$ cat config.mk
export PLATFORM = sky130hd
export DESIGN_NAME = otis_sequencer
export DESIGN_NICKNAME = d
export VERILOG_FILES = /design/src/hw/otis_pkg.sv /design/src/hw/otis_sequencer.sv /design/src/hw/otis_sync.sv /design/src/hw/otis_torque_clamp.sv
export SDC_FILE = /design/constraint.sdc
export NUM_CORES = 1
export LEC_CHECK = 0
export BUFFER_PORTS_ARGS = -buffer_cell sky130_fd_sc_hd__buf_2
export CAP_MARGIN = 0
export CELL_PAD_IN_SITES_DETAIL_PLACEMENT = 1
export CELL_PAD_IN_SITES_GLOBAL_PLACEMENT = 1
export CORE_MARGIN = 10
export CORE_UTILIZATION = 25
export DETAILED_ROUTE_END_ITERATION = 7
export PLACE_DENSITY_LB_ADDON = 0.1
export SYNTH_ARGS = -nofsm -noshare
export SYNTH_HDL_FRONTEND = slang
export SYNTH_SLANG_ARGS = --single-unit
$ cat constraint.sdc
create_clock -name ref_clk -period 5.2 [get_ports ref_clk]
set_input_delay 0 -clock ref_clk [delete_from_list [all_inputs] [get_ports ref_clk]]
set_output_delay 0 -clock ref_clk [all_outputs]
set_load 0.005 [all_outputs]
$ cat src/hw/otis_pkg.sv
package otis_pkg;

  localparam int TORQUE_W = 16;
  localparam int SPEED_W = 16;
  localparam int PCT_W = 10;

  // inhibit_input_setup encodings
  localparam logic [1:0] SETUP_DIRECTION = 2'h0;
  localparam logic [1:0] SETUP_DISABLED = 2'h1;
  localparam logic [1:0] SETUP_ALARM = 2'h2;

  // inhibit_stop_sequence encodings
  localparam logic [1:0] SEQ_DYN_BRAKE = 2'h0;
  localparam logic [1:0] SEQ_FREE_RUN = 2'h1;
  localparam logic [1:0] SEQ_EMERGENCY = 2'h2;

  // network_function_expansion bit positions
  localparam int EXP_HIDE_STATUS = 2;
  localparam int EXP_SWAP_STATUS = 3;
  localparam int EXP_INVERT_STATUS = 6;
  localparam int EXP_CMD_ERROR = 9;

  // stop threshold, r/min; emergency torque percent cap
  localparam logic [SPEED_W-1:0] STOP_SPEED_RPM = 16'h001E;
  localparam logic [PCT_W-1:0] ESTOP_PCT_MAX = 10'h1F4;

  typedef enum logic [1:0] {
    OTIS_IDLE = 2'b00,
    OTIS_DECEL = 2'b01,
    OTIS_STOPPED = 2'b10
  } otis_state_e;

  // sequence settings, latched once per control cycle
  typedef struct packed {
    logic [1:0] inputSetup;
    logic [1:0] stopSeq;
    logic [PCT_W-1:0] estopTorquePct;
    logic [15:0] expansion;
  } otis_cfg_s;

  // drive outputs steered by the sequencer
  typedef struct packed {
    logic dynamicBrake;
    logic freeRun;
    logic emergencyStop;
    logic forcePosCtrl;
    logic haltPosCmd;
    logic clearDeviation;
    logic discardDeviation;
    logic blockPos;
    logic blockNeg;
  } otis_drive_s;

endpackage

$ cat src/hw/otis_sequencer.sv
`timescale 1ns/1ns
// Contract
// [RL1] setup 0: positive input blocks cw, negative blocks ccw, motion stops
// [RL2] setup 0: torque toward an inhibited direction is always zero
// [RL3] setup 1: both inhibit inputs ignored entirely (code still reports them on statusBits unless expansion bit 2 is set)
// [RL4] setup 2: either input on raises the run-inhibition alarm
// [RL5] any alarm overrides the over-travel stop sequence
// [RL6] stop-sequence setting used only when setup is 0
// [RL7] decel: 0 brake, 1 free run, 2 emergency stop; deviation cleared
// [RL8] after stop: 0/1 zero torque inhibited way; 2 normal; deviation held (code zeroes that torque under all three settings)
// [RL9] emergency stop limits torque to the emergency percent setting
// [RL10] emergency setting 0 uses the normal torque limit
// [RL11] decel forces position control and halts position command
// [RL12] clearing: command follows feedback; discard deviation at stop
// [RL13] below 30 r/min deceleration ends, motor treated as stopped
// [RL14] host issues no command toward an inhibited direction
// [RL15] inhibited-direction command ignored; error if expansion bit 9 set
// [RL16] setup 1: expansion bit 2 hides status bits too
// [RL17] expansion bit 3 swaps status bit placement
// [RL18] expansion bit 6 inverts status polarity
// [RL19] during profile homing both settings are suspended
// [RL20] integrator unassigns inhibit inputs when homing without them
// [RL21] setup normally 1 when the controller manages over-travel
// [RL22] inputs sampled per control cycle; settings change between cycles
module otis_sequencer import otis_pkg::*; #(
  parameter int CYCLE_DIV = 8
) (
  // clock and reset
  input wire logic ref_clk,
  input wire logic rst,
  // limit pins
  input wire logic posLimitPin,
  input wire logic negLimitPin,
  // settings
  input wire otis_cfg_s cfgIn,
  input wire logic homingActive,
  input wire logic otherAlarm,
  // motion state
  input wire logic signed [SPEED_W-1:0] motorSpeed,
  input wire logic signed [TORQUE_W-1:0] torqueRequest,
  input wire logic [PCT_W-1:0] normalLimitPct,
  // host command
  input wire logic cmdValid,
  input wire logic cmdDirPos,
  // drive outputs
  output otis_drive_s drive,
  output logic signed [TORQUE_W-1:0] torqueCmd,
  output logic runInhibitAlarm,
  output logic alarmStop,
  output logic cmdAccept,
  output logic cmdError,
  output logic [1:0] statusBits,
  output logic statusValid
);

  localparam int DIV_W = $clog2(CYCLE_DIV + 1);

  logic [DIV_W-1:0] divCnt_reg;
  logic [DIV_W-1:0] divCnt_next;
  logic cycleTick;
  logic [1:0] limSync;
  logic posLim_reg;
  logic negLim_reg;
  otis_cfg_s cfg_reg;
  otis_state_e state_reg;
  otis_state_e state_next;
  logic stopPos_reg;
  logic stopNeg_reg;
  otis_drive_s drive_reg;
  otis_drive_s drive_next;
  logic signed [TORQUE_W-1:0] torque_reg;
  logic signed [TORQUE_W-1:0] clampOut;
  logic inhAlarm_reg;
  logic alarmStop_reg;
  logic cmdAccept_reg;
  logic cmdError_reg;
  logic [1:0] status_reg;
  logic statusValid_reg;

  otis_sync #(.WIDTH(2)) u_sync (
    .ref_clk(ref_clk),
    .rst(rst),
    .asyncIn({posLimitPin, negLimitPin}),
    .syncOut(limSync)
  );

  // control-cycle enable
  assign cycleTick = (divCnt_reg == DIV_W'(CYCLE_DIV - 1));
  assign divCnt_next = cycleTick ? '0 : divCnt_reg + 1'b1;

  always_ff @(posedge ref_clk or posedge rst) begin
    if (rst) begin
      divCnt_reg <= '0;
    end else begin
      divCnt_reg <= divCnt_next;
    end
  end

  // [RL22] sample inputs and settings per cycle
  always_ff @(posedge ref_clk or posedge rst) begin
    if (rst) begin
      posLim_reg <= 1'b0;
      negLim_reg <= 1'b0;
      cfg_reg <= '{inputSetup: SETUP_DISABLED, default: '0};
    end else if (cycleTick) begin
      posLim_reg <= limSync[1];
      negLim_reg <= limSync[0];
      cfg_reg <= cfgIn;
    end
  end

  wire logic setupDir;
  wire logic setupAlarm;
  wire logic anyLimit;
  wire logic alarmNow;
  wire logic seqOff;
  wire logic movingPos;
  wire logic movingNeg;
  wire logic trigPos;
  wire logic trigNeg;
  wire logic anyTrig;
  wire logic instStop;
  wire logic belowStop;
  wire logic [SPEED_W-1:0] speedAbs;
  wire logic inhPos;
  wire logic inhNeg;
  wire logic cmdBlocked;
  wire logic hideStatus;
  wire logic [1:0] placed;
  wire logic [1:0] dirLim;
  wire logic [1:0] dirMoving;
  wire logic [1:0] dirTrig;
  wire logic [1:0] dirInh;
  wire logic seqBrake;
  wire logic seqFree;
  wire logic seqEstop;

  // [RL19] homing suspends both settings
  // [RL3] setup 1 disables the inputs
  assign setupDir = (cfg_reg.inputSetup == SETUP_DIRECTION) && !homingActive;
  assign setupAlarm = (cfg_reg.inputSetup == SETUP_ALARM) && !homingActive;
  assign anyLimit = posLim_reg || negLim_reg;
  // [RL4] run-inhibition alarm
  assign alarmNow = otherAlarm || (setupAlarm && anyLimit);
  // [RL5] [RL6] alarm or another setup takes the sequence off the drive
  assign seqOff = alarmNow || !setupDir;
  assign speedAbs = motorSpeed[SPEED_W-1] ? SPEED_W'(-motorSpeed) : motorSpeed;
  // [RL13] stop threshold
  assign belowStop = speedAbs < STOP_SPEED_RPM;
  // a crawl below the threshold still counts as motion into the limit
  assign movingPos = !motorSpeed[SPEED_W-1] && (motorSpeed != '0);
  assign movingNeg = motorSpeed[SPEED_W-1];
  // index 1 is the positive direction, index 0 the negative one
  assign dirLim = {posLim_reg, negLim_reg};
  assign dirMoving = {movingPos, movingNeg};
  for (genvar d = 0; d < 2; d++) begin : g_dir
    // [RL1] motion into an active limit
    assign dirTrig[d] = setupDir && dirLim[d] && dirMoving[d];
    // [RL2] blocking holds whatever the state
    assign dirInh[d] = setupDir && dirLim[d];
  end
  assign trigPos = dirTrig[1];
  assign trigNeg = dirTrig[0];
  assign inhPos = dirInh[1];
  assign inhNeg = dirInh[0];
  assign anyTrig = trigPos || trigNeg;
  // [RL12] limit met below the threshold is an instantaneous stop
  assign instStop = anyTrig && belowStop;
  // [RL7] stopping method decode
  assign seqBrake = (cfg_reg.stopSeq == SEQ_DYN_BRAKE);
  assign seqFree = (cfg_reg.stopSeq == SEQ_FREE_RUN);
  assign seqEstop = (cfg_reg.stopSeq == SEQ_EMERGENCY);

  always_comb begin
    state_next = state_reg;
    case (state_reg)
      OTIS_IDLE: begin
        if (anyTrig) begin
          state_next = belowStop ? OTIS_STOPPED : OTIS_DECEL;
        end
      end
      OTIS_DECEL: begin
        // [RL13] end deceleration
        if (belowStop) begin
          state_next = OTIS_STOPPED;
        end
      end
      OTIS_STOPPED: begin
        if (!(inhPos && stopPos_reg) && !(inhNeg && stopNeg_reg)) begin
          state_next = OTIS_IDLE;
        end
      end
      default: state_next = OTIS_IDLE;
    endcase
    // [RL5] alarm sequence overrides
    // [RL6] sequence only used with setup 0
    if (seqOff) begin
      state_next = OTIS_IDLE;
    end
  end

  always_comb begin
    drive_next = '0;
    drive_next.blockPos = inhPos;
    drive_next.blockNeg = inhNeg;
    case (state_reg)
      OTIS_DECEL: begin
        // [RL7] stopping method per setting
        drive_next.dynamicBrake = seqBrake;
        drive_next.freeRun = seqFree;
        drive_next.emergencyStop = seqEstop;
        // [RL11] forced position control
        drive_next.forcePosCtrl = 1'b1;
        drive_next.haltPosCmd = 1'b1;
        // [RL12] command follows feedback
        drive_next.clearDeviation = 1'b1;
        drive_next.discardDeviation = belowStop;
      end
      OTIS_STOPPED: begin
        // [RL8] deviation held after stop, also when the limit releases
        drive_next.discardDeviation = 1'b0;
      end
      default: begin
        // [RL12] instantaneous stop discards deviation
        drive_next.discardDeviation = instStop;
      end
    endcase
    if (seqOff) begin
      drive_next.dynamicBrake = 1'b0;
      drive_next.freeRun = 1'b0;
      drive_next.emergencyStop = 1'b0;
      drive_next.forcePosCtrl = 1'b0;
      drive_next.haltPosCmd = 1'b0;
      drive_next.clearDeviation = 1'b0;
      drive_next.discardDeviation = 1'b0;
    end
  end

  wire logic [PCT_W-1:0] estopPct;
  assign estopPct = (cfg_reg.estopTorquePct > ESTOP_PCT_MAX) ?
                    ESTOP_PCT_MAX : cfg_reg.estopTorquePct;

  // next-state flags feed the clamp so torque and drive flags move on one edge
  otis_torque_clamp u_clamp (
    .torqueIn(torqueRequest),
    .normalLimitPct(normalLimitPct),
    .estopLimitPct(estopPct),
    .estopActive(drive_next.emergencyStop),
    .blockPos(drive_next.blockPos),
    .blockNeg(drive_next.blockNeg),
    .torqueOut(clampOut)
  );

  // [RL15] inhibited-direction command
  assign cmdBlocked = cmdDirPos ? inhPos : inhNeg;
  // [RL16] hide status when disabled
  assign hideStatus = (cfg_reg.inputSetup == SETUP_DISABLED) &&
                      cfg_reg.expansion[EXP_HIDE_STATUS];
  // [RL17] status bit placement
  assign placed = cfg_reg.expansion[EXP_SWAP_STATUS] ? {negLim_reg, posLim_reg} :
                  {posLim_reg, negLim_reg};

  always_ff @(posedge ref_clk or posedge rst) begin
    if (rst) begin
      state_reg <= OTIS_IDLE;
      stopPos_reg <= 1'b0;
      stopNeg_reg <= 1'b0;
      drive_reg <= '0;
      torque_reg <= '0;
      inhAlarm_reg <= 1'b0;
      alarmStop_reg <= 1'b0;
      cmdAccept_reg <= 1'b0;
      cmdError_reg <= 1'b0;
      status_reg <= 2'h0;
      statusValid_reg <= 1'b0;
    end else begin
      state_reg <= state_next;
      if (state_reg == OTIS_IDLE && state_next != OTIS_IDLE) begin
        stopPos_reg <= trigPos;
        stopNeg_reg <= trigNeg;
      end
      drive_reg <= drive_next;
      torque_reg <= clampOut;
      inhAlarm_reg <= setupAlarm && anyLimit;
      alarmStop_reg <= alarmNow;
      cmdAccept_reg <= cmdValid && !cmdBlocked;
      cmdError_reg <= cmdValid && cmdBlocked && cfg_reg.expansion[EXP_CMD_ERROR];
      // [RL18] status polarity
      status_reg <= hideStatus ? 2'h0 :
                    (cfg_reg.expansion[EXP_INVERT_STATUS] ? ~placed : placed);
      statusValid_reg <= !hideStatus;
    end
  end

  assign drive = drive_reg;
  assign torqueCmd = torque_reg;
  assign runInhibitAlarm = inhAlarm_reg;
  assign alarmStop = alarmStop_reg;
  assign cmdAccept = cmdAccept_reg;
  assign cmdError = cmdError_reg;
  assign statusBits = status_reg;
  assign statusValid = statusValid_reg;

endmodule

$ cat src/hw/otis_sync.sv
`timescale 1ns/1ns
// two-flop synchroniser for the limit pins
module otis_sync import otis_pkg::*; #(
  parameter int WIDTH = 2
) (
  // clock and reset
  input wire logic ref_clk,
  input wire logic rst,
  // data
  input wire logic [WIDTH-1:0] asyncIn,
  output logic [WIDTH-1:0] syncOut
);

  logic [WIDTH-1:0] stage1_reg;
  logic [WIDTH-1:0] stage2_reg;

  always_ff @(posedge ref_clk or posedge rst) begin
    if (rst) begin
      stage1_reg <= '0;
      stage2_reg <= '0;
    end else begin
      stage1_reg <= asyncIn;
      stage2_reg <= stage1_reg;
    end
  end

  assign syncOut = stage2_reg;

endmodule

$ cat src/hw/otis_torque_clamp.sv
`timescale 1ns/1ns
// combinational torque limiter: direction blocks and emergency limit
module otis_torque_clamp import otis_pkg::*; (
  // request
  input wire logic signed [TORQUE_W-1:0] torqueIn,
  input wire logic [PCT_W-1:0] normalLimitPct,
  input wire logic [PCT_W-1:0] estopLimitPct,
  input wire logic estopActive,
  input wire logic blockPos,
  input wire logic blockNeg,
  // result
  output logic signed [TORQUE_W-1:0] torqueOut
);

  wire logic [PCT_W-1:0] estopEff;
  wire logic [PCT_W-1:0] limitPct;
  wire logic signed [TORQUE_W-1:0] limitPos;
  wire logic signed [TORQUE_W-1:0] limitNeg;
  wire logic signed [TORQUE_W-1:0] clipped;

  // [RL10] zero setting falls back
  assign estopEff = (estopLimitPct == '0) ? normalLimitPct : estopLimitPct;
  // [RL9] emergency torque limit
  assign limitPct = estopActive ? estopEff : normalLimitPct;
  assign limitPos = $signed({{(TORQUE_W-PCT_W){1'b0}}, limitPct});
  assign limitNeg = -limitPos;
  assign clipped = (torqueIn > limitPos) ? limitPos :
                   (torqueIn < limitNeg) ? limitNeg : torqueIn;
  // [RL2] zero inhibited direction
  assign torqueOut = ((blockPos && clipped > 0) || (blockNeg && clipped < 0)) ?
                     '0 : clipped;

endmodule
== Word level (Yosys, flattened, before mapping) ==
Index checks and enable logic that the tools add are counted.

* Register bits: 70
* Output and inout bits: 32
* Logic and storage cells: 103

* Add/sub/neg operators: 3
* Order comparisons: 6
* Eq/ne operators: 7
* Muxes and demuxes: 21
* Bitwise operators: 1
* Reduce and logical (&&, ||, !) cells: 37

{| class="wikitable"
|+ Operator list
! operator !! number
|-
| 16-bit two-way mux || 4
|-
| 10-bit two-way mux || 3
|-
| 1-bit logical AND || 19
|-
| 16-bit by 1-bit > comparator with 1-bit output, second input constant || 1
|-
| 16-bit by 11-bit > comparator with 1-bit output || 1
|-
| 16-bit by 1-bit less-than comparator with 1-bit output, second input constant || 1
|-
| 16-bit less-than comparator || 1
|-
| 16-bit by 5-bit less-than comparator with 1-bit output, second input constant || 1
|-
| 2-bit two-way mux || 8
|-
| 10-bit negation with 16-bit output || 1
|-
| 16-bit negation || 1
|-
| 16-bit nonzero test || 1
|-
| 10-bit by 9-bit > comparator with 1-bit output, second input constant || 1
|-
| 10-bit zero test || 1
|-
| 1-bit zero test || 7
|-
| 7-bit two-way mux || 1
|-
| 2-bit by 1-bit equality test with 1-bit output, second input constant || 3
|-
| 2-bit equality test, second input constant || 3
|-
| 2-bit zero test || 3
|-
| 6-bit two-way mux || 1
|-
| 2-bit one-hot mux with 3 select lines || 1
|-
| 1-bit logical OR || 5
|-
| 4-bit by 1-bit adder with 4-bit output, second input constant || 1
|-
| 4-bit by 3-bit equality test with 1-bit output, second input constant || 1
|-
| 5 further kinds || 5
|}

== Depth between registers and ports, before layout ==
Gate-level depths: netlist (run 1).

* Word-level depth: 17
* Gate-level depth with buffers: 25
* Gate-level depth less buffers: 23

== Modules after synthesis ==
A second synthesis (run 1) with hierarchy kept.

* Cells, all modules: 448
* Area total of the unflattened synthesis: 4,394.2 um^2

{| class="wikitable"
|+ Modules (own cells, without submodules)
! module !! times used !! cells an instance !! area an instance (um^2) !! sequential area each (um^2)
|-
| otis_sequencer || 1 || 229 || 2,683.8 || 1,452.6
|-
| otis_torque_clamp || 1 || 214 || 1,606.5 || 0.0
|-
| otis_sync || 1 || 5 || 103.8 || 100.1
|}

== Least setup slack after synthesis (run 1) ==
Ideal clock, no wire load.

* Path kind: reg-to-reg
* From: register cfg_reg[29] in the netlist's numbering
* To: register torque_reg[0] (netlist: torqueCmd[0])
* Setup time: 0.104 ns
* Data arrival time: 4.905 ns
* Required time: 5.096 ns
* Slack: 0.191 ns
* Cell stages (with the launch flop): 23
* Buffers on the path: 3
* Clock period less this slack: 5.009 ns
* Path through: dfrtp_1 -> or3_1 -> clkbuf_1 -> or2_4 -> buf_2 -> nor2_2 -> a31o_2 -> inv_1 -> ha_1 -> o221a_2 -> a221oi_1 -> nor2_1 -> ha_1 -> nand4_1 -> a211oi_1 -> o21ai_0 -> a31oi_1 -> nor2_1 -> clkbuf_1 -> a211oi_1 -> o221a_1 -> nand4_1 -> a221oi_1

* Cells in the longest elaborated chain, start to end: 15
* Elaborated cells on any way between the ends: 23
* Classes of those cells: add/sub (1); order compare (4); eq/ne (1); mux (5); reduce/logical (12)

{| class="wikitable"
|+ RTL lines
! item !! line !! source
|-
| from (decl) || otis_sequencer.sv:64 || <nowiki>otis_cfg_s cfg_reg;</nowiki>
|-
| from (signal assigned) || otis_sequencer.sv:108 || <nowiki>cfg_reg <= cfgIn;</nowiki>
|-
| 2-bit equality test || otis_sequencer.sv:141 || <nowiki>assign setupAlarm = (cfg_reg.inputSetup == SETUP_ALARM) && !homingActive;</nowiki>
|-
| 1-bit logical AND || otis_sequencer.sv:141 ||
|-
| 1-bit logical AND || otis_sequencer.sv:144 || <nowiki>assign alarmNow = otherAlarm || (setupAlarm && anyLimit);</nowiki>
|-
| 1-bit logical OR || otis_sequencer.sv:144 ||
|-
| 1-bit logical OR || otis_sequencer.sv:146 || <nowiki>assign seqOff = alarmNow || !setupDir;</nowiki>
|-
| 7-bit two-way mux || otis_sequencer.sv:228 || <nowiki>if (seqOff) begin</nowiki>
|-
| 10-bit two-way mux || otis_torque_clamp.sv:24 || <nowiki>assign limitPct = estopActive ? estopEff : normalLimitPct;</nowiki>
|-
| 10-bit negation with 16-bit output || otis_torque_clamp.sv:26 || <nowiki>assign limitNeg = -limitPos;</nowiki>
|-
| 16-bit less-than comparator || otis_torque_clamp.sv:28 || <nowiki>(torqueIn < limitNeg) ? limitNeg : torqueIn;</nowiki>
|-
| 16-bit two-way mux || otis_torque_clamp.sv:28 ||
|-
| 16-bit two-way mux || otis_torque_clamp.sv:27 || <nowiki>assign clipped = (torqueIn > limitPos) ? limitPos :</nowiki>
|-
| 16-bit by 1-bit > comparator with 1-bit output / 16-bit by 1-bit less-than comparator with 1-bit output (equally long branches) || otis_torque_clamp.sv:30 || <nowiki>assign torqueOut = ((blockPos && clipped > 0) || (blockNeg && clipped < 0)) ?</nowiki>
|-
| 1-bit logical AND || otis_torque_clamp.sv:30 ||
|-
| 1-bit logical OR || otis_torque_clamp.sv:30 ||
|-
| 16-bit two-way mux * || otis_torque_clamp.sv:30 ||
|-
| named net clampOut[0] || otis_sequencer.sv:72 || <nowiki>logic signed [TORQUE_W-1:0] clampOut;</nowiki>
|-
| to (signal assigned) || otis_sequencer.sv:283 || <nowiki>torque_reg <= clampOut;</nowiki>
|-
| to (decl) || otis_sequencer.sv:71 || <nowiki>logic signed [TORQUE_W-1:0] torque_reg;</nowiki>
|}

Mark *: on every way through the listed nets, which the timed path passes. The rest lies on a longest branch.
A chain may end at the register's enable or synchronous reset.

== Final worst setup path (run 1) ==
* From: register state_reg[1]
* To: register torque_reg[0] (netlist: torqueCmd[0])

* Cells in the longest elaborated chain, start to end: 12
* Elaborated cells on any way between the ends: 15
* Classes of those cells: add/sub (1); order compare (4); eq/ne (1); mux (6); reduce/logical (3)

{| class="wikitable"
|+ RTL lines
! item !! line !! source
|-
| from (decl) || otis_sequencer.sv:65 || <nowiki>otis_state_e state_reg;</nowiki>
|-
| from (signal assigned) || otis_sequencer.sv:277 || <nowiki>state_reg <= state_next;</nowiki>
|-
| 2-bit by 1-bit equality test with 1-bit output * || otis_sequencer.sv:206 || <nowiki>case (state_reg)</nowiki>
|-
| 6-bit two-way mux * || otis_sequencer.sv:206 ||
|-
| 7-bit two-way mux * || otis_sequencer.sv:228 ||
|-
| 10-bit two-way mux * || otis_torque_clamp.sv:24 ||
|-
| 10-bit negation with 16-bit output || otis_torque_clamp.sv:26 ||
|-
| 16-bit less-than comparator || otis_torque_clamp.sv:28 ||
|-
| 16-bit two-way mux || otis_torque_clamp.sv:28 ||
|-
| 16-bit two-way mux * || otis_torque_clamp.sv:27 ||
|-
| 16-bit by 1-bit > comparator with 1-bit output / 16-bit by 1-bit less-than comparator with 1-bit output (equally long branches) || otis_torque_clamp.sv:30 ||
|-
| 1-bit logical AND || otis_torque_clamp.sv:30 ||
|-
| 1-bit logical OR || otis_torque_clamp.sv:30 ||
|-
| 16-bit two-way mux * || otis_torque_clamp.sv:30 ||
|-
| named net clampOut[0] || otis_sequencer.sv:72 ||
|}

Marks and branches as above.

==> results of run 1 <==
==> placed cells by master, fill, tap and decap left out, types with 10 or more instances in the layout <==
cell and n:
sky130_fd_sc_hd__a21oi_1 23, sky130_fd_sc_hd__buf_2 99, sky130_fd_sc_hd__buf_4 53, sky130_fd_sc_hd__dfrtp_1 61, sky130_fd_sc_hd__dlygate4sd3_1 25, sky130_fd_sc_hd__ha_1 31
sky130_fd_sc_hd__inv_1 20, sky130_fd_sc_hd__mux2_2 20, sky130_fd_sc_hd__nand2_1 19, sky130_fd_sc_hd__nand3_1 10, sky130_fd_sc_hd__nor2_1 42, sky130_fd_sc_hd__nor3_1 25
sky130_fd_sc_hd__o21ai_0 18
==> worst max-delay path, delay by kind of cell (launching register included) <==
family	cells	cell delay, ps
AO/OA/AOI/OAI	8	1940
AND/OR/NAND/NOR	9	1400
adder cells (fa/ha/maj)	3	650
flip-flops	1	410
buffers and inverters	3	290
==> metrics by stage <==
step                      power [mW]  setup TNS, ps  instances  worst slack, ps
final                           1.45              0        880              393
after global routing            1.54          -25.8        880            -17.3
after CTS                       1.48              0        880              109
after detailed placement       0.789              0        839              145
after global placement         0.782              0        839              220
after floorplan                0.658              0        484              191
==> worst paths after layout <==
path                                                startpoint                          end  slack, ps  cells past startpoint
worst max-delay path                    state_reg[1]$_DFF_PP0_       torqueCmd[0]$_DFF_PP0_        390                     23
worst min-delay path                         torqueRequest[12]      torqueCmd[12]$_DFF_PP0_         40                      3
worst max register to register          state_reg[1]$_DFF_PP0_       torqueCmd[0]$_DFF_PP0_        390                     23
worst min register to register  u_sync.stage1_reg[0]$_DFF_PP0_  u_sync.syncOut[0]$_DFF_PP0_        350                      0
max in group asynchronous                                  rst      cfg_reg[16]$_DFFE_PP0N_       4230                      4
min in group asynchronous                                  rst           drive[0]$_DFF_PP0_        460                      4
==> where the power goes <==
group          internal, mW  switching (mW)
Sequential            0.510          0.0156
Clock                 0.435           0.223
Combinational         0.125           0.145
Total                  1.07           0.384
==> cells by family (layout without fill, tap and decap cells) <==
family          Yosys count  after routing  share of synthesized area (%)
buf+inv                  44            215                           4.00
fa+ha+maj                32             32                           9.01
mux                      28             28                           6.99
flops                    62             62                           35.0
xor+xnor                 13             13                           2.56
simple gates            187            187                           23.5
compound gates          118            118                           19.0
==> per-layer routing <==
layer  up-vias  track usage, %  share of wire, %  wire length, µm
met1      2171            18.2                47             7700
met3        13            3.09               5.3              864
met5         -               0                 0                0
li1       2150               -                 -                -
met2       106            22.5                46             7610
met4         0            2.59               1.3              206
==> area by class of cell <==
type / count / area (µm²) / area share (%)
Sequential cell: 62 / 1550 / 25.2
Clock buffer: 10 / 239 / 3.88
Timing Repair Buffer: 177 / 1140 / 18.6
Tap cell: 225 / 282 / 4.58
Clock inverter: 6 / 92.6 / 1.50
Multi-Input combinational cell: 378 / 2760 / 44.9
Inverter: 22 / 82.6 / 1.34
==> timing repair <==
item | 4_1_cts | 5_1_grt
setup endpoints to repair | 0 | 15
endpoints found under the hold margin | 87 | 0
hold buffers | 25 | 0
gates resized for setup | 0 | 13
==> qor.tcl, run 1 <==
set qor(total_of_flip_flops_plus_latches_after_synthesis) 62
set qor(drt_first_pass_iters) 5
set qor(htree_levels) 3
set qor(critPathLaunchType) {flip-flop}
set qor(power_per_cell_area_nw_per_um2) 236
set qor(route.final.wire_length_mm) 16.4
set qor(coreArea_um2) 17400
set qor(number_of_hold_violations_in_the_final_report) 0
set qor(worst_margin_slew_ps) 1170
set qor(grt_overflow) 0
set qor(final_core_area_utilization_pct) 35.4
set qor(synth_top_area_cell) {sky130_fd_sc_hd__dfrtp_1}
set qor(yosys.cell_count.top_type) {sky130_fd_sc_hd__dfrtp_1}
set qor(cp_cell_sequence) {inv_1 -> ha_1 -> nand4bb_1 -> or2_4 -> inv_2 -> a21boi_0 -> a31o_2 -> inv_1 -> ha_2 -> o221a_2 -> nand2_2 -> nor2_2 -> nor2_1 -> ha_1 -> nand4_1 -> a211oi_2 -> o21ai_2 -> a31o_2 -> a21oi_1 -> nor3_4 -> nor4_2 -> nand4_1 -> a221oi_2}
set qor(synth_flop_cell) {sky130_fd_sc_hd__dfrtp_1}
set qor(synthesis.nets) 596
set qor(slowest_delay_ps) 410
set qor(synth_cells) 484
set qor(cts_inserted_buffers) 9
set qor(synth_enable_flop_cells) 0
set qor(max-cap-violations) 0
set qor(timing.hold.worst.class) {in -> reg}
set qor(syn2layout_area_growth_pct) 38.5
set qor(yosysUniqueCellTypes) 79
set qor(grt_pass1_vias) 4801
set qor(die_height_um) 153
set qor(floorplan.die_area_um2) 23500
set qor(synth.cell_area_um2) 4440
set qor(seq_total_area_yosys_pct) 35.0
set qor(drc) 0
set qor(global_route_wire_length_before_repair_mm) 26.5
set qor(yosys.area.top_type_share_pct) 34.4
set qor(drt_iter0_drc) 133
set qor(root_buffer) {sky130_fd_sc_hd__clkbuf_16}
set qor(period_share_pct) 92.4
set qor(antenna_cells_inserted) 0
set qor(port_buffers) 99
set qor(grt_use_total_pct) 13.7
set qor(number_of_sinks_handled_by_clock_tree_synthesis) 62
set qor(critical-path-slowest-cell) {sky130_fd_sc_hd__dfrtp_1}
set qor(largest_reg_flops) 18
set qor(final_design_area_no_fill_um2) 6150
set qor(routed_via_density) 5.05
set qor(critPathKind) {reg -> reg}
set qor(gp_congestion) 0.848
set qor(n_fill_cell) 2037
set qor(final_setup_fails) 0
set qor(clkSlewWorstSetupHoldPaths_ps) 60
set qor(routed_vias) 4440
set qor(maxSlewViolCount) 0
set qor(endpoint_kind) {flip-flop}
set qor(finalCriticalPeriod_ps) 4810
set qor(antenna_violations_before_repair) 0
set qor(critical_path_required_time_ps) 5430
set qor(worst-path-max-fanout) 11
set qor(design.final.nets) 762
set qor(ir_drop_v) 0.000160
set qor(cellLeakagePower_nw) 2.81
set qor(timing.critical_path.arrival_ps) 5040
set qor(cts_tree) {yes}
set qor(synth_async_sr_flop_share_pct) 100
set qor(synth_top_cells_by_area) {sky130_fd_sc_hd__dfrtp_1 (34%), sky130_fd_sc_hd__ha_1 (9.0%), sky130_fd_sc_hd__mux2_2 (5.1%)}
set qor(drive_gt1_share_pct) 34.4
set qor(rows) 48
set qor(synth_area_per_cell_um2) 9.18
set qor(die_x_um) 153
set qor(grt_start_max_net_pins) 63
set qor(fin_skew_ps) 6.05
set qor(cts.path.max_buffers) 2
set qor(placement.cell_area_um2) 5520
set qor(max_clock_freq_mhz) 208
set qor(place.detailed.hpwl_mm) 13.3
set qor(post-cts-setup-buffers) 0
set qor(route.antenna.remaining_nets) 0
set qor(status) {complete, no violations}
set qor(timing.slew.headroom_pct) 21.9
set qor(io_pins) 112
set qor(fin_hold_ws_ps) 44.0
set qor(clock_latency_ps) 330
set qor(wl_per_cell_um) 18.6
set qor(synth.top_cells.by_count) {sky130_fd_sc_hd__dfrtp_1 (61), sky130_fd_sc_hd__nor2_1 (44), sky130_fd_sc_hd__ha_1 (32)}
set qor(floorplan.initialDensity_pct) 25.6
set qor(yosysWarningCount) 0
Power figures use the tool's default switching activity.
==> run 2, diff against run 1 <==
--- a/config.mk
+++ b/config.mk
@@ -5,6 +5,7 @@
 export SDC_FILE = /design/constraint.sdc
 export NUM_CORES = 1
 export LEC_CHECK = 0
+export ABC_AREA = 1
 export BUFFER_PORTS_ARGS = -buffer_cell sky130_fd_sc_hd__buf_2
 export CAP_MARGIN = 0
 export CELL_PAD_IN_SITES_DETAIL_PLACEMENT = 1
==> run 2 against run 1 <==
Compared with the run above:
- core utilization shrank 2.2 points
- first-iteration DRC count increased by 39%
- power down 3.6%
- critical endpoint is now torqueCmd[15]$_DFF_PP0_
==> qor.tcl, run 2 <==
set qor(status) {complete, no violations}
set qor(cts_inserted_buffers) 9 ;# unchanged
set qor(rsz0062_at_grt) {no}
set qor(critPathKind) {reg -> reg}
set qor(synth.cell_area_um2) 4410 ;# -0.79%
set qor(htree_levels) 3 ;# unchanged
set qor(routed_vias) 4282 ;# -3.6%
set qor(drive_gt1_share_pct) 23.8 ;# -11 points
set qor(clock_power_share_pct) 45.6 ;# +0.3 points
set qor(synth_flop_cell) {sky130_fd_sc_hd__dfrtp_1}
set qor(design.final.nets) 852 ;# +12%
set qor(number_of_hold_violations_in_the_final_report) 0 ;# unchanged
set qor(placed_cells_incl_taps) 929 ;# +11%
set qor(grt_use_total_pct) 12.3 ;# -1.5 points
set qor(synth_cells) 611 ;# +26%
set qor(layout_common_cells) {sky130_fd_sc_hd__nand2_1 (169), sky130_fd_sc_hd__buf_2 (99), sky130_fd_sc_hd__inv_1 (81)}
set qor(total_of_flip_flops_plus_latches_after_synthesis) 62 ;# unchanged
set qor(seq_total_area_yosys_pct) 35.2 ;# +0.28 points
set qor(timing.critical_path.arrival_ps) 4870 ;# -170 ps
set qor(antenna_violations_before_repair) 1 ;# +1
set qor(die_x_um) 153 ;# -0.35%
set qor(cts.path.max_buffers) 2 ;# unchanged
set qor(power_share_of_the_combinational_group_pct) 17.2 ;# -1.4 points
set qor(share_seq_of_total_power_pct) 37.1 ;# +1.0 points
set qor(route.final.wire_length_mm) 14.1 ;# -14%
set qor(critical_path_required_time_ps) 5450 ;# +20 ps
set qor(power.internal_mw) 1.04 ;# -3.0%
set qor(final_setup_fails) 0 ;# unchanged
set qor(power_per_cell_area_nw_per_um2) 244 ;# +3.2%
set qor(gp_congestion) 0.804 ;# -5.2%
set qor(timing.slew.headroom_pct) 47.9 ;# +26 points
set qor(global_route_wire_length_before_repair_mm) 23.8 ;# -10%
set qor(place.detailed.hpwl_mm) 11.7 ;# -12%
set qor(timing.hold.worst.class) {in -> reg}
set qor(grt_start_max_net_pins) 63 ;# unchanged
set qor(route.antenna.remaining_nets) 0 ;# unchanged
set qor(grt_overflow) 0 ;# unchanged
set qor(io_pins) 112 ;# unchanged
set qor(drt_iter0_drc) 185 ;# +39%
set qor(synth.top_cells.by_count) {sky130_fd_sc_hd__nand2_1 (169), sky130_fd_sc_hd__inv_1 (82), sky130_fd_sc_hd__dfrtp_1 (61)}
set qor(finalSetupTns_ps) 0 ;# unchanged
set qor(worst-path-max-fanout) 16 ;# +5
set qor(critPathLaunchType) {flip-flop}
set qor(final_core_area_utilization_pct) 33.2 ;# -2.2 points
set qor(synth_top_area_cell) {sky130_fd_sc_hd__dfrtp_1}
set qor(setup_slack_ps) 580 ;# +187 ps
set qor(rows) 48 ;# unchanged
set qor(root_buffer) {sky130_fd_sc_hd__clkbuf_16}
set qor(worst_margin_slew_ps) 781 ;# -387 ps
set qor(netSwitchingPower_mw) 0.363 ;# -5.4%
set qor(switching_share_pct) 25.9 ;# -0.47 points
set qor(number_of_sinks_handled_by_clock_tree_synthesis) 62 ;# unchanged
set qor(maxSlewViolCount) 0 ;# unchanged
set qor(layout_commonest_cell) {sky130_fd_sc_hd__nand2_1}
set qor(synth_top_cells_by_area) {sky130_fd_sc_hd__dfrtp_1 (35%), sky130_fd_sc_hd__nand2_1 (14%), sky130_fd_sc_hd__ha_1 (9.1%)}
set qor(clkSlewWorstSetupHoldPaths_ps) 50 ;# about the same
set qor(synth_area_per_cell_um2) 7.21 ;# -21%
set qor(max-cap-violations) 0 ;# unchanged
set qor(yosysWarningCount) 0 ;# unchanged
set qor(floorplan.die_area_um2) 23300 ;# -0.69%
set qor(post_layout_nonfiller_instances) 971 ;# +10%
set qor(wl_per_cell_um) 14.5 ;# -22%
set qor(synth_async_sr_flop_share_pct) 100 ;# unchanged
set qor(period_share_pct) 88.8 ;# -3.6 points
set qor(yosys.area.top_type_share_pct) 34.6 ;# +0.27 points
set qor(yosysUniqueCellTypes) 43 ;# -46%
set qor(cellLeakagePower_nw) 3.06 ;# +8.9%
set qor(routed_via_density) 4.41 ;# -13%
set qor(finalCriticalPeriod_ps) 4620 ;# -187 ps
set qor(drt_first_pass_iters) 4 ;# -1
set qor(clock_latency_ps) 330 ;# about the same
set qor(grt_pass1_vias) 4732 ;# -1.4%
set qor(yosys.cell_count.top_type) {sky130_fd_sc_hd__nand2_1}
set qor(port_buffers) 99 ;# unchanged
set qor(die_height_um) 153 ;# -0.35%
set qor(ir_drop_v) 0.000167 ;# +4.2%
set qor(synth_enable_flop_cells) 0 ;# unchanged
set qor(coreArea_um2) 17300 ;# -0.35%
set qor(syn2layout_area_growth_pct) 30.3
set qor(synthesis.nets) 723 ;# +21%
set qor(largest_reg_flops) 18 ;# unchanged
set qor(endpoint_kind) {flip-flop}
set qor(max_clock_freq_mhz) 216 ;# +4.0%
set qor(cts_tree) {yes}
set qor(placement.setup.worst_slack_ps) 232 ;# +86.9 ps
set qor(fin_skew_ps) 6.06 ;# +0.0136 ps
set qor(drc) 0 ;# unchanged
set qor(n_fill_cell) 2175 ;# +6.8%
set qor(floorplan.initialDensity_pct) 25.5 ;# -0.11 points
-- run 2: cell types whose count changed after synthesis, moves of 11 or more --
cell	change
sky130_fd_sc_hd__mux2_2	-20
sky130_fd_sc_hd__o21ai_0	+18
sky130_fd_sc_hd__nand3_1	+38
sky130_fd_sc_hd__nand2_2	+14
sky130_fd_sc_hd__nor3_1	-11
sky130_fd_sc_hd__inv_1	+61
sky130_fd_sc_hd__a211oi_1	-11
sky130_fd_sc_hd__nand2_1	+149
-- run 2: area by class of cell --
class                      count  area [µm²]  share of cell area, %
clock buffer                  12         246                   4.29
inverter                      86         323                   5.62
tap                          225         282                   4.90
sequential                    62        1550                   27.0
timing repair buffer         130         801                   13.9
multi-input combinational    451        2470                   42.9
antenna                        1        2.50                 0.0436
clock inverter                 4        70.1                   1.22
-- run 2: worst paths after layout --
path | slack [ps] | start | cells past startpoint | to
setup / recovery | 580 | state_reg[1]$_DFF_PP0_ | 26 | torqueCmd[15]$_DFF_PP0_
hold / removal | 40 | cmdDirPos | 5 | cmdError$_DFF_PP0_
setup reg to reg | 580 | state_reg[1]$_DFF_PP0_ | 26 | torqueCmd[15]$_DFF_PP0_
hold reg to reg | 350 | u_sync.stage1_reg[1]$_DFF_PP0_ | 0 | u_sync.syncOut[1]$_DFF_PP0_
max in group asynchronous | 4250 | rst | 4 | cfg_reg[18]$_DFFE_PP0N_
min in group asynchronous | 440 | rst | 4 | cmdAccept$_DFF_PP0_
-- run 2: logic make-up after synthesis --
kind of cell / Yosys count / synth area share, %
compound gates: 67 / 8.26
fa+ha+maj: 32 / 9.09
xor+xnor: 6 / 1.19
buf+inv: 98 / 9.14
simple gates: 346 / 37.1
flops: 62 / 35.2
-- run 2: stage by stage --
step | hold WS [ps] | area [µm²] | power (mW)
global route | 62.1 | 5740 | 1.48
CTS | 23.4 | 5710 | 1.43
global placement | 110 | 5150 | 0.758
detailed placement | 111 | 5150 | 0.762
floorplan | 31.4 | 4410 | 0.661
finish | 35.8 | 5740 | 1.40
-- run 2: worst max-delay path, cell delays in order (launching register included) --
cell	delay, ps
sky130_fd_sc_hd__dfrtp_1	390
sky130_fd_sc_hd__inv_1	120
sky130_fd_sc_hd__ha_1	230
sky130_fd_sc_hd__nand3_1	140
sky130_fd_sc_hd__nor2_4	130
sky130_fd_sc_hd__buf_12	130
sky130_fd_sc_hd__nand3_1	130
sky130_fd_sc_hd__nand2_2	160
sky130_fd_sc_hd__ha_1	280
sky130_fd_sc_hd__nand3_4	120
sky130_fd_sc_hd__nor2_4	140
sky130_fd_sc_hd__nand2_1	120
sky130_fd_sc_hd__nor2_1	130
sky130_fd_sc_hd__ha_1	240
sky130_fd_sc_hd__nand2_1	100
sky130_fd_sc_hd__o21ai_0	100
sky130_fd_sc_hd__a21oi_1	170
sky130_fd_sc_hd__nand3_1	160
sky130_fd_sc_hd__nand2_2	190
sky130_fd_sc_hd__nor2_4	100
sky130_fd_sc_hd__o21ai_0	460
sky130_fd_sc_hd__nand2_1	100
sky130_fd_sc_hd__nor3_1	200
sky130_fd_sc_hd__nand3_1	120
sky130_fd_sc_hd__nand2_2	90
sky130_fd_sc_hd__nand2_4	130
sky130_fd_sc_hd__nor2_1	160
-- run 2: timing repair --
item	CTS	global route
endpoints found under the setup margin	0	16
buffers inserted	0	1
hold buffers	24	0
resized for setup	0	3
hold endpoints to repair	85	0
-- run 2: routing by layer --
layer / up-vias / routed length [µm] / part of all wire (%) / track usage [%]
met5: - / 13 / 0.092 / 0
met4: 2 / 87 / 0.62 / 1.77
met3: 12 / 737 / 5.2 / 4.26
met2: 68 / 6600 / 47 / 20.4
met1: 2003 / 6690 / 47 / 15.3
li1: 2197 / - / - / -
-- run 2: power groups by stage --
stage	logic (mW)	clock network [mW]	registers (mW)
after CTS	0.249	0.659	0.521
after detailed placement	0.233	0	0.529
after global placement	0.230	0	0.528
after global routing	0.281	0.679	0.524
final	0.242	0.640	0.521
after floorplan	0.133	0	0.529
